===== src/sms_pkg.sv =====
// Shared constants and types for the serial peripheral block.
package sms_pkg;

  ////////////////////////////////////////////////////////////////////////////
  // Register map and field positions.
  localparam logic [7:0] ADDR_DATA   = 8'h21;
  localparam logic [7:0] ADDR_CTRL   = 8'h22;
  localparam logic [7:0] ADDR_STAT   = 8'h23;

  localparam int CTL_IRQ_EN  = 7;
  localparam int CTL_PER_EN  = 6;
  localparam int CTL_RATE_HI = 5;
  localparam int CTL_MASTER  = 4;
  localparam int CTL_CLOCK_POLARITY    = 3;
  localparam int CTL_CLOCK_PHASE    = 2;
  localparam int CTL_RATE_B1 = 1;
  localparam int CTL_RATE_B0 = 0;

  localparam int STA_DONE    = 7;
  localparam int STA_WRITE_COLLISION_FLAG    = 6;
  localparam int STA_OVR     = 5;
  localparam int STA_MODE_FAULT_FLAG    = 4;
  localparam int STA_RSVD    = 3;
  localparam int STA_SOD     = 2;
  localparam int STA_SSM     = 1;
  localparam int STA_SSI     = 0;

  localparam logic [7:0] CTRL_RESET = 8'h00;
  localparam logic [7:0] STAT_RESET = 8'h00;

  ////////////////////////////////////////////////////////////////////////////
  // Rate codes {rate_div_high, rate_div_low} and half periods in cycles.
  localparam logic [2:0] RATE_DIV4   = 3'h4;
  localparam logic [2:0] RATE_DIV8   = 3'h0;
  localparam logic [2:0] RATE_DIV16  = 3'h1;
  localparam logic [2:0] RATE_DIV32  = 3'h6;
  localparam logic [2:0] RATE_DIV64  = 3'h2;
  localparam logic [2:0] RATE_DIV128 = 3'h3;

  localparam logic [6:0] HALF_DIV4   = 7'h02;
  localparam logic [6:0] HALF_DIV8   = 7'h04;
  localparam logic [6:0] HALF_DIV16  = 7'h08;
  localparam logic [6:0] HALF_DIV32  = 7'h10;
  localparam logic [6:0] HALF_DIV64  = 7'h20;
  localparam logic [6:0] HALF_DIV128 = 7'h40;

  // Sixteen clock transitions make one byte.
  localparam logic [3:0] LAST_EDGE   = 4'hF;

  typedef enum logic [1:0] {
    ST_IDLE  = 2'b00,
    ST_SHIFT = 2'b01
  } sms_state_type;

endpackage


===== src/sms_rate_if.sv =====
// Link between the transfer engine and the serial clock divider.
`timescale 1ns/1ps
interface sms_rate_if;
  logic       run;
  logic [2:0] rate;
  logic       tick;
  modport div  (input run, input rate, output tick);
  modport user (output run, output rate, input tick);
endinterface


===== src/sms_rate_div.sv =====
// Serial clock divider: one tick per half period of the serial clock.
`timescale 1ns/1ps
module sms_rate_div
  import sms_pkg::*;
(
  input  wire logic clk_in,
  input  wire logic rst_in,
  sms_rate_if.div   rif
);

  logic [6:0] cnt_r;
  logic [6:0] half;
  logic       tick_r;

  // Unlisted codes fall back to the slowest rate.
  always_comb begin
    case (rif.rate)
      RATE_DIV4:  half = HALF_DIV4;
      RATE_DIV8:  half = HALF_DIV8;
      RATE_DIV16: half = HALF_DIV16;
      RATE_DIV32: half = HALF_DIV32;
      RATE_DIV64: half = HALF_DIV64;
      default:    half = HALF_DIV128;
    endcase
  end

  always_ff @(posedge clk_in) begin
    if (rst_in || !rif.run) begin
      cnt_r  <= 7'h00;
      tick_r <= 1'b0;
    end else if (cnt_r == half - 7'h01) begin
      cnt_r  <= 7'h00;
      tick_r <= 1'b1;
    end else begin
      cnt_r  <= cnt_r + 7'h01;
      tick_r <= 1'b0;
    end
  end

  assign rif.tick = tick_r;

endmodule


===== src/sms_spi.sv =====
// Serial peripheral: registers, master/slave shift engine, pins and flags.
// What this block does
// - Done, fault, overrun share one enabled interrupt.
// - Enable clears at reset and on fault.
// - Master drives clock, swaps data pins; fault clears.
// - Master clock is CPU clock over 4..128.
// - Polarity bit sets serial clock idle level.
// - Phase picks first or second capture edge.
// - Done flag sets; status then data clears.
// - Data writes ignored while done flag unread.
// - Data write mid-transfer flags collision, discarded.
// - Byte arriving while done set flags overrun.
// - Select low in master flags mode fault.
// - Output disable releases the serial data output.
// - Wait mode unaffected; enabled events wake.
// - Halt freezes registers; extra bytes flag overrun.
// - Only slave done wakes from halt.
// - Slave without new data echoes received byte.
// - Soft select bit replaces the select pin.
// - Received byte goes to buffer; writes hit shifter.
// - Bytes shift most significant bit first.
`timescale 1ns/1ps
module sms_spi
  import sms_pkg::*;
(
  input  wire logic       clk_in,
  input  wire logic       rst_in,
  input  wire logic [7:0] addr_in,
  input  wire logic [7:0] wdata_in,
  input  wire logic       wr_in,
  input  wire logic       rd_in,
  output logic      [7:0] rdata_out,
  output logic            irq_out,
  output logic            wake_out,
  input  wire logic       halt_in,
  input  wire logic       sel_n_in,
  input  wire logic       sck_in,
  output logic            sck_out,
  output logic            sck_oe_n_out,
  input  wire logic       mosi_in,
  output logic            mosi_out,
  output logic            mosi_oe_n_out,
  input  wire logic       miso_in,
  output logic            miso_out,
  output logic            miso_oe_n_out
);

  sms_rate_if rif ();

  logic [7:0]    ctrl_r;
  logic          sod_r, ssm_r, ssi_r;
  logic          transfer_done_flag_r, write_collision_flag_r, ovr_r, mode_fault_flag_r;
  logic          arm_r, marm_r, halt_sel_r;
  logic [7:0]    shift_r, rxbuf_r;
  logic          samp_r, sck_r, prev_sck_r;
  logic [3:0]    edge_r;
  sms_state_type state_r;
  logic          sck_oe_n_r, mosi_oe_n_r, miso_oe_n_r;
  logic          irq_r, wake_r;

  logic       en, master, clock_phase, sel_n, slave_live, busy;
  logic       m_ev, s_ev, ev, sample_edge, in_bit, done, start;
  logic       wr_data, wr_ctrl, wr_stat, rd_data, rd_stat;
  logic       data_ok, write_collision_flag_set, done_clr, mode_fault_flag_set;
  logic [7:0] rx_byte;

  ////////////////////////////////////////////////////////////////////////////
  // Decode and derived conditions.
  assign en     = ctrl_r[CTL_PER_EN];
  assign master = ctrl_r[CTL_MASTER];
  assign clock_phase   = ctrl_r[CTL_CLOCK_PHASE];
  assign sel_n  = ssm_r ? ssi_r : sel_n_in;

  // A slave keeps shifting through halt only if selected at halt entry,
  // so the finished byte can wake the part.
  assign slave_live = en && !master && !sel_n
                      && (!halt_in || halt_sel_r);
  assign busy = (state_r == ST_SHIFT) || (slave_live && edge_r != 4'h0);

  always_comb begin
    wr_data = 1'b0;
    wr_ctrl = 1'b0;
    wr_stat = 1'b0;
    rd_data = 1'b0;
    rd_stat = 1'b0;
    if (addr_in == ADDR_DATA) begin
      wr_data = wr_in && !halt_in;
      rd_data = rd_in && !halt_in;
    end else if (addr_in == ADDR_CTRL) begin
      wr_ctrl = wr_in && !halt_in;
    end else if (addr_in == ADDR_STAT) begin
      wr_stat = wr_in && !halt_in;
      rd_stat = rd_in && !halt_in;
    end
  end

  assign done_clr = arm_r && (wr_data || rd_data);
  assign data_ok  = wr_data && !busy
                    && (!transfer_done_flag_r || arm_r);
  assign write_collision_flag_set = wr_data && busy;
  assign start    = data_ok && en && master;
  assign mode_fault_flag_set = en && master && !sel_n;

  assign rif.run  = (state_r == ST_SHIFT) && !halt_in;
  assign rif.rate = {ctrl_r[CTL_RATE_HI], ctrl_r[CTL_RATE_B1],
                     ctrl_r[CTL_RATE_B0]};

  sms_rate_div u_div (
    .clk_in (clk_in),
    .rst_in (rst_in),
    .rif    (rif.div)
  );

  // Inputs are synchronous, so the previous pin level gives the slave edge.
  assign m_ev = (state_r == ST_SHIFT) && rif.tick;
  assign s_ev = slave_live && (sck_in != prev_sck_r);
  assign ev   = m_ev || s_ev;
  assign sample_edge = (edge_r[0] == clock_phase);
  assign in_bit  = master ? miso_in : mosi_in;
  assign done    = ev && (edge_r == LAST_EDGE);
  assign rx_byte = clock_phase ? {shift_r[6:0], in_bit} : {shift_r[6:0], samp_r};

  ////////////////////////////////////////////////////////////////////////////
  // Control register.
  always_ff @(posedge clk_in) begin
    if (rst_in) begin
      ctrl_r <= CTRL_RESET;
    end else if (mode_fault_flag_set) begin
      ctrl_r[CTL_PER_EN] <= 1'b0;
      ctrl_r[CTL_MASTER] <= 1'b0;
    end else if (wr_ctrl) begin
      ctrl_r <= wdata_in;
      // Enable and master cannot be set while a fault stands unacknowledged.
      if (mode_fault_flag_r && !marm_r) begin
        ctrl_r[CTL_PER_EN] <= 1'b0;
        ctrl_r[CTL_MASTER] <= 1'b0;
      end
    end
  end

  // Writable status bits; the reserved bit is not stored and reads zero.
  always_ff @(posedge clk_in) begin
    if (rst_in) begin
      sod_r <= STAT_RESET[STA_SOD];
      ssm_r <= STAT_RESET[STA_SSM];
      ssi_r <= STAT_RESET[STA_SSI];
    end else if (wr_stat) begin
      sod_r <= wdata_in[STA_SOD];
      ssm_r <= wdata_in[STA_SSM];
      ssi_r <= wdata_in[STA_SSI];
    end
  end

  ////////////////////////////////////////////////////////////////////////////
  // Status flags; a set always wins over a clear in the same cycle.
  always_ff @(posedge clk_in) begin
    if (rst_in) begin
      transfer_done_flag_r <= STAT_RESET[STA_DONE];
      write_collision_flag_r <= STAT_RESET[STA_WRITE_COLLISION_FLAG];
      ovr_r  <= STAT_RESET[STA_OVR];
      mode_fault_flag_r <= STAT_RESET[STA_MODE_FAULT_FLAG];
    end else begin
      if (done && (!transfer_done_flag_r || done_clr)) begin
        transfer_done_flag_r <= 1'b1;
      end else if (done_clr) begin
        transfer_done_flag_r <= 1'b0;
      end
      if (write_collision_flag_set) begin
        write_collision_flag_r <= 1'b1;
      end else if (done_clr) begin
        write_collision_flag_r <= 1'b0;
      end
      if (done && transfer_done_flag_r && !done_clr) begin
        ovr_r <= 1'b1;
      end else if (rd_stat) begin
        ovr_r <= 1'b0;
      end
      if (mode_fault_flag_set) begin
        mode_fault_flag_r <= 1'b1;
      end else if (wr_ctrl && marm_r) begin
        mode_fault_flag_r <= 1'b0;
      end
    end
  end

  // Clearing sequences: a status read (for the fault, also a status write) arms,
  // the next data access or control write completes the clear.
  always_ff @(posedge clk_in) begin
    if (rst_in) begin
      arm_r  <= 1'b0;
      marm_r <= 1'b0;
    end else begin
      if (rd_stat && (transfer_done_flag_r || write_collision_flag_r)) begin
        arm_r <= 1'b1;
      end else if (wr_data || rd_data || !(transfer_done_flag_r || write_collision_flag_r)) begin
        arm_r <= 1'b0;
      end
      if ((rd_stat || wr_stat) && mode_fault_flag_r) begin
        marm_r <= 1'b1;
      end else if (wr_ctrl || !mode_fault_flag_r) begin
        marm_r <= 1'b0;
      end
    end
  end

  // Select level captured as halt begins.
  always_ff @(posedge clk_in) begin
    if (rst_in) begin
      halt_sel_r <= 1'b0;
    end else if (!halt_in) begin
      halt_sel_r <= !sel_n;
    end
  end

  ////////////////////////////////////////////////////////////////////////////
  // Shift engine. The shifter keeps the last received byte, so a slave
  // with no fresh data echoes it back.
  always_ff @(posedge clk_in) begin
    if (rst_in) begin
      state_r <= ST_IDLE;
      edge_r  <= 4'h0;
      shift_r <= 8'h00;
      samp_r  <= 1'b0;
      rxbuf_r <= 8'h00;
    end else begin
      case (state_r)
        ST_IDLE: begin
          if (start) begin
            state_r <= ST_SHIFT;
          end
        end
        ST_SHIFT: begin
          if (mode_fault_flag_set || done) begin
            state_r <= ST_IDLE;
          end
        end
        default: state_r <= ST_IDLE;
      endcase
      if (data_ok) begin
        shift_r <= wdata_in;
        edge_r  <= 4'h0;
      end else if (ev) begin
        edge_r <= edge_r + 4'h1;
        if (done) begin
          shift_r <= rx_byte;
          if (!transfer_done_flag_r || done_clr) begin
            rxbuf_r <= rx_byte;
          end
        end else if (sample_edge) begin
          samp_r <= in_bit;
        end else if (edge_r != 4'h0 || !clock_phase) begin
          shift_r <= {shift_r[6:0], samp_r};
        end
      end else if ((!master && !slave_live && !halt_in) || mode_fault_flag_set) begin
        edge_r <= 4'h0;
      end
    end
  end

  ////////////////////////////////////////////////////////////////////////////
  // Pins. Enables are low while this block drives the pin.
  always_ff @(posedge clk_in) begin
    if (rst_in) begin
      sck_r      <= 1'b0;
      prev_sck_r <= 1'b0;
    end else begin
      prev_sck_r <= sck_in;
      if (state_r == ST_IDLE) begin
        sck_r <= ctrl_r[CTL_CLOCK_POLARITY];
      end else if (m_ev) begin
        sck_r <= !sck_r;
      end
    end
  end

  always_ff @(posedge clk_in) begin
    if (rst_in) begin
      sck_oe_n_r  <= 1'b1;
      mosi_oe_n_r <= 1'b1;
      miso_oe_n_r <= 1'b1;
    end else begin
      sck_oe_n_r  <= !(en && master);
      mosi_oe_n_r <= !(en && master && !sod_r);
      miso_oe_n_r <= !(en && !master && !sel_n && !sod_r);
    end
  end

  assign sck_out       = sck_r;
  assign sck_oe_n_out  = sck_oe_n_r;
  assign mosi_out      = shift_r[7];
  assign mosi_oe_n_out = mosi_oe_n_r;
  assign miso_out      = shift_r[7];
  assign miso_oe_n_out = miso_oe_n_r;

  ////////////////////////////////////////////////////////////////////////////
  // Read port, interrupt and halt wakeup.
  always_ff @(posedge clk_in) begin
    if (rst_in) begin
      rdata_out <= 8'h00;
    end else if (rd_in && addr_in == ADDR_DATA) begin
      rdata_out <= rxbuf_r;
    end else if (rd_in && addr_in == ADDR_CTRL) begin
      rdata_out <= ctrl_r;
    end else if (rd_in && addr_in == ADDR_STAT) begin
      rdata_out <= {transfer_done_flag_r, write_collision_flag_r, ovr_r, mode_fault_flag_r, 1'b0, sod_r, ssm_r,
                    ssi_r};
    end else begin
      rdata_out <= 8'h00;
    end
  end

  // Collision is a status flag only and never interrupts.
  always_ff @(posedge clk_in) begin
    if (rst_in) begin
      irq_r  <= 1'b0;
      wake_r <= 1'b0;
    end else begin
      irq_r  <= ctrl_r[CTL_IRQ_EN]
                && (transfer_done_flag_r || mode_fault_flag_r || ovr_r);
      wake_r <= halt_in && ctrl_r[CTL_IRQ_EN] && transfer_done_flag_r
                && !master;
    end
  end

  assign irq_out  = irq_r;
  assign wake_out = wake_r;
endmodule


===== config.mk =====
export PLATFORM = sky130hd
export DESIGN_NAME = sms_spi
export DESIGN_NICKNAME = d
export VERILOG_FILES = /design/src/sms_pkg.sv /design/src/sms_rate_if.sv /design/src/sms_rate_div.sv /design/src/sms_spi.sv
export SDC_FILE = /design/constraint.sdc
export NUM_CORES = 1
export LEC_CHECK = 0
export BUFFER_PORTS_ARGS = -buffer_cell sky130_fd_sc_hd__buf_2
export CORE_ASPECT_RATIO = 0.5
export CORE_MARGIN = 5
export CORE_UTILIZATION = 57
export DETAILED_ROUTE_END_ITERATION = 6
export PLACE_DENSITY_LB_ADDON = 0.15
export SLEW_MARGIN = 10
export SYNTH_ARGS = -nofsm -noshare
export SYNTH_HDL_FRONTEND = slang
export SYNTH_SLANG_ARGS = --single-unit

===== constraint.sdc =====
create_clock -name clk_in -period 2.4 [get_ports clk_in]
set_input_delay 0.24 -clock clk_in [delete_from_list [all_inputs] [get_ports clk_in]]
set_output_delay 0.24 -clock clk_in [all_outputs]
set_load 0.02 [all_outputs]

=== Yosys cells after proc, flatten, opt, wreduce, memory -nomap -nowiden ===
Index checks and enable logic that the tools add are counted.

* Memory bits (writable): 0
* Word-level logic and storage cells: 181
* Latch bits: 0
* Memory bits (read-only): 0
* Output and inout bits: 16
* Flip-flop bits (word level): 64
* Memories kept: 0
* Bits of input ports: 25

* $mul: 0
* Bitwise operators: 3
* Reduce and logical (&&, ||, !) cells: 90
* Magnitude comparators: 0
* $add $sub $neg: 3
* Shifts and indexed selects: 0
* Eq/ne operators: 15
* Div/mod/pow operators: 0
* Muxes and demuxes: 43

{| class="wikitable"
|+ Operators by type and width
! operator !! number
|-
| $mux W8 || 8
|-
| $logic_and A1 B1 Y1 || 36
|-
| $pmux W7 S5 || 1
|-
| $mux W1 || 29
|-
| $eq A8 B6 Y1 const B || 3
|-
| $reduce_bool A2 Y1 || 9
|-
| $logic_not A1 Y1 || 17
|-
| $logic_or A1 B1 Y1 || 16
|-
| $mux W4 || 2
|-
| $reduce_and A4 Y1 || 2
|-
| $add A7 B1 Y7 const B || 1
|-
| $eq A7 B7 Y1 || 1
|-
| $sub A7 B1 Y7 const B || 1
|-
| $eq A3 B3 Y1 const B || 2
|-
| $reduce_or A2 Y1 || 3
|-
| $add A4 B1 Y4 const B || 1
|-
| $eq A4 B4 Y1 const B || 1
|-
| $mux W2 || 2
|-
| $pmux W2 S2 || 1
|-
| $reduce_and A2 Y1 || 2
|-
| $reduce_bool A4 Y1 || 1
|-
| $eq A3 B1 Y1 const B || 1
|-
| $eq A3 B2 Y1 const B || 1
|-
| $logic_not A3 Y1 || 1
|-
| 10 further kinds || 12
|}

=== Depth between registers and ports, before layout ===
* Depth after elaboration: 13
* Gate-level depth with buffers: 9
* Gate-level depth less buffers: 8

=== Hierarchy ===
From an unflattened synthesis, not the netlist that was laid out.

* Cell total of the unflattened synthesis: 311
* Area, all modules: 2821.5 um^2

{| class="wikitable"
|+ Modules (own cells, without submodules)
! module !! seq. area each (um^2) !! area each (um^2) !! times used !! cells each
|-
| sms_spi || 1101.1 || 2411.1 || 1 || 266
|-
| sms_rate_div || 160.2 || 410.4 || 1 || 45
|}

=== Worst setup path before layout ===
OpenSTA, ideal clock, no wires.

* Kind: register to register
* Start point: register ssm_r
* End point: register shift_r[0]
* Buffers on the path: 1
* Library setup time: 79 ps
* Setup slack: 315 ps
* Data required time: 2321 ps
* Stages on the path, launching flop included: 7
* Period minus slack after synthesis: 2085 ps
* Data arrival time: 2005 ps
* Cell sequence: dfxtp_1 -> mux2_4 -> o41a_4 -> a21o_1 -> buf_6 -> a311o_1 -> a211oi_2

* Cells in the longest elaborated chain, start to end: 11
* Elaborated cells on any way between the ends: 19
* Those cells by class: eq/ne: 1; mux: 4; reduce/logical: 14

{| class="wikitable"
|+ Ends and longest elaborated chain
! what !! RTL line !! source
|-
| start: declaration || sms_spi.sv:51 || <nowiki>logic sod_r, ssm_r, ssi_r;</nowiki>
|-
| start signal: assignment || sms_spi.sv:145 || <nowiki>ssm_r <= STAT_RESET[STA_SSM];</nowiki>
|-
| start signal: assignment || sms_spi.sv:149 || <nowiki>ssm_r <= wdata_in[STA_SSM];</nowiki>
|-
| $mux W1 (*) || sms_spi.sv:72 || <nowiki>assign sel_n = ssm_r ? ssi_r : sel_n_in;</nowiki>
|-
| $logic_not A1 Y1 (*) || sms_spi.sv:76 || <nowiki>assign slave_live = en && !master && !sel_n</nowiki>
|-
| $logic_and A1 B1 Y1 (*) || sms_spi.sv:76 ||
|-
| $logic_and A1 B1 Y1 (*) || sms_spi.sv:77 || <nowiki>&& (!halt_in || halt_sel_r);</nowiki>
|-
| $logic_and A1 B1 Y1 || sms_spi.sv:78 || <nowiki>assign busy = (state_r == ST_SHIFT) || (slave_live && edge_r != 4'h0);</nowiki>
|-
| $logic_or A1 B1 Y1 || sms_spi.sv:78 ||
|-
| $logic_not A1 Y1 || sms_spi.sv:98 || <nowiki>assign data_ok = wr_data && !busy</nowiki>
|-
| $logic_and A1 B1 Y1 || sms_spi.sv:98 ||
|-
| $logic_and A1 B1 Y1 || sms_spi.sv:99 || <nowiki>&& (!transfer_done_flag_r || arm_r);</nowiki>
|-
| $ne A3 B1 Y1 (no source line) (tied with other cells) || - ||
|-
| $reduce_and A3 Y1 (no source line) || - ||
|-
| end signal: assignment || sms_spi.sv:240 || <nowiki>shift_r <= wdata_in;</nowiki>
|-
| end signal: assignment || sms_spi.sv:245 || <nowiki>shift_r <= rx_byte;</nowiki>
|-
| end signal: assignment || sms_spi.sv:252 || <nowiki>shift_r <= {shift_r[6:0], samp_r};</nowiki>
|-
| end: declaration || sms_spi.sv:54 || <nowiki>logic [7:0] shift_r, rxbuf_r;</nowiki>
|}

Every way passes the cells marked *; elsewhere a longest branch is shown, timed or not. The select of a mux whose other input is x is not followed.
A chain may end at the register's enable or synchronous reset.

=== Worst setup path after layout ===
* Start point: register ssm_r
* End point: register shift_r[2]

Same word-level chain as after synthesis.

==> results.yml <==
final_layout:
  post_route_cells_drive_above_1_share: 0.206
  layout_common_cells: "dfxtp_1, nor2_1, buf_2, mux2i_1, a21oi_1"
  area.growth.synth_to_final_pct: 17.0
  most_common_cell_after_layout_fill_and_taps_aside: "dfxtp_1"
  fin_nets: 408
  num_antenna_cells: 0
floorplanning:
  fp.dieArea_um2: 6800
  starting_density: 0.593
  core_um2: 4980
  die_height_um: 60.9
  placement_rows: 18
  dieWidth_um: 112
  ios: 41
clock_tree:
  cts_post_setup_buffers_inserted: 0
  cts-root-to-sink-buffers: 2
  cts-htree-levels: 3
  clockRootBuffer: "clkbuf_8"
  cts_tree: "built"
  cts.clk_slew.worst_paths_ns: 0.07
  clk-insertion-delay-late_ns: 0.35
  cts_inserted_buffers: 9
  cts_num_sinks: 63
  cts_hold_buffers: 0
  cts_resized: 0
sta:
  hold_violations: 0
  clk_skew_ns: 0.00387
  grt_setup_unrepaired: "no"
  finalHoldWorstSlack_ns: 0.123
  relSlewSlack: 0.420
  final-setup-viol-count: 0
  worstMarginPinSlew_ns: 0.868
  crit_path_setup_slack_layout_ns: 0.233
  fin_tns_setup_ns: 0
  slew_viol_final: 0
  finalCritPeriodShare: 0.903
  fmaxAchievable_mhz: 461
  min_period_ns: 2.17
flow_run:
  max_cap_violations: 0
setup_path:
  worst_ep_required_time_ns: 2.66
  terminus_of_the_critical_flop_to_flop_path: "shift_r[2]$_SDFFE_PP0P_"
  timing.critical_path.cells: "mux2_4 -> o41a_4 -> a21o_1 -> buf_4 -> mux2i_1 -> a211oi_1"
  timing.critical_path.slowest_stage_cell: "o41a_4"
  critPathMaxStageDelay_ns: 0.54
  worst_ep_arrival_time_ns: 2.43
  worst_path_dominant_cell_family: "compound AO/OA/AOI/OAI gates"
  cp-start-kind: "flop"
  regToRegSetupSlack_ns: 0.23
  critical_path.endpoint_type: "flop"
  critical_path_peak_fanout: 7
  critPathKind: "reg -> reg"
  r2r_cells: 6
  critical_path_buf_inv_count: 1
  reg2reg_from: "ssm_r$_SDFFE_PP0P_"
route:
  ant_nets: 0
  route.vias.total: 2615
  drt_drc_violations_left: 0
  route.final.wire_length_mm: 7.47
  drt_first_pass_iters: 5
  detail_routed_net_length_per_standard_cell_um: 16.4
  via_per_inst: 5.76
  drt_iter0_markers: 183
global_route:
  grt_pass1_wl_mm: 12.3
  first_global_vias: 2443
  grt_max_degree: 44
  grt_antenna_before_repair: 0
  globalRouteOverflowTotal: 0
  grt_use_total: 0.238
pwr:
  reported_leakage_power_uw: 0.00136
  clockPowerShare: 0.445
  combinationalPowerShare: 0.045
  swShare: 0.241
  power.share.sequential: 0.510
  power_switching_uw: 496
  p_int_uw: 1560
  power_density_nw_per_um2: 596
  power.ir.vdd_worst_mv: 0.513
yosys:
  synthCells: 332
  ys_seq_elements: 63
  postSynthAreaPerCell_um2: 8.89
  synthesis.area_um2: 2950
  synth-edff-count: 0
  synth_cell_types: 52
  synth_ff_type: "dfxtp_1"
  ys_async_sr_fraction: 0
  yosys_warnings: 0
  syn-num-nets: 361
  synth_seq_area_share: 0.427
hold_path:
  hold_path_startpoint: "sck_in"
  hold_path_end: "prev_sck_r$_SDFF_PP0_"
  hp-class: "in -> reg"
  worst_hold_path.num_cells: 2
place:
  dp_hpwl_mm: 5.59
  post_place_setup_slack_ns: 0.255
  gpl.final_weighted_congestion: 0.939
  io_buffer_count: 40
outcome:
  run_status: "finished, final reports clean"
## cell usage after synthesis (4+ instances only)
cell	n	share of area
and2_1	4	0.0085
a211oi_1	10	0.025
dfxtp_1	63	0.43
o21ai_0	6	0.010
nand2b_1	11	0.023
nand3_1	13	0.022
nand2_1	16	0.020
nor3b_1	6	0.015
a21oi_1	21	0.036
clkbuf_1	10	0.013
and3_1	4	0.0085
a22oi_1	9	0.023
mux2i_1	23	0.078
nor3_1	9	0.015
nor2_1	52	0.066
nor2b_1	9	0.019
ha_1	4	0.017
xnor2_1	6	0.018
inv_1	7	0.0089
## area by class of cell
cell class / count / area [µm²]
clock buffers: 9 / 124
clock inverters: 7 / 73.8
fillers: 394 / 1530
inverters: 7 / 26.3
multi-input cells: 246 / 1590
flip-flops and latches: 63 / 1260
well taps: 70 / 87.6
repair buffers: 52 / 290
## metrics by stage
step                      utilization  power (µW)  std cells  instance area, µm²
after floorplan                     -        1120        332                2950
after global placement          0.654        1160        438                3250
after detailed placement        0.654        1160        438                3250
after CTS                       0.694        2070        454                3450
after global routing            0.694        2130        454                3450
final                           0.694        2060        454                3450
## power groups by stage
stage	combinational (µW)	clock (µW)	sequential (µW)
finish	93.0	914	1050
floorplan	47.0	0	1070
CTS	91.8	931	1050
detailed placement	91.5	0	1070
global placement	90.5	0	1070
global route	101	978	1050
## registers in the layout, summed over array words and instances (netlist names), 4 cells and up
name and cells:
ctrl_r 8, rdata_out 8, rxbuf_r 8, shift_r 8
u_div.cnt_r 7, edge_r 4
## cells by family (layout without fill, tap and decap cells)
| kind of cell | Yosys count | in the layout | synth area share |
|---|---|---|---|
| buffers and inverters | 23 | 75 | 0.0343 |
| DFF | 63 | 63 | 0.427 |
| xor gates and xnor gates | 9 | 9 | 0.0267 |
| and+or+nand+nor | 144 | 144 | 0.252 |
| AOI/OAI and AO/OA | 65 | 65 | 0.159 |
| muxes | 24 | 24 | 0.0831 |
| adders and majority gates | 4 | 4 | 0.0170 |
## worst reg2reg max path, stage by stage, from the launching register on
cell,delay [ns]
dfxtp_1,0.41
mux2_4,0.35
o41a_4,0.55
a21o_1,0.21
buf_4,0.19
mux2i_1,0.13
a211oi_1,0.25
## routing by layer
| layer | GRT usage | routed length (µm) | vias up |
|---|---|---|---|
| li1 | - | - | 1279 |
| met1 | 0.313 | 3370 | 1211 |
| met2 | 0.362 | 3210 | 113 |
| met3 | 0.0827 | 777 | 12 |
| met4 | 0.101 | 102 | 0 |
| met5 | 0 | 0 | - |
## how the worst max path moves through the flow
stage,startpoint,end,slack (ns),cells after the start
3_5_place_dp,ssm_r$_SDFFE_PP0P_,shift_r[5]$_SDFFE_PP0P_,0.25,6
6_report,ssm_r$_SDFFE_PP0P_,shift_r[2]$_SDFFE_PP0P_,0.23,6
2_1_floorplan,ssm_r$_SDFFE_PP0P_,shift_r[0]$_SDFFE_PP0P_,0.32,6
5_1_grt,ssm_r$_SDFFE_PP0P_,samp_r$_SDFFE_PP0P_,0.07,5
3_3_place_gp,ssm_r$_SDFFE_PP0P_,shift_r[2]$_SDFFE_PP0P_,0.27,6
4_1_cts,ssm_r$_SDFFE_PP0P_,shift_r[5]$_SDFFE_PP0P_,0.24,6
(Power assumes the default switching activity.)
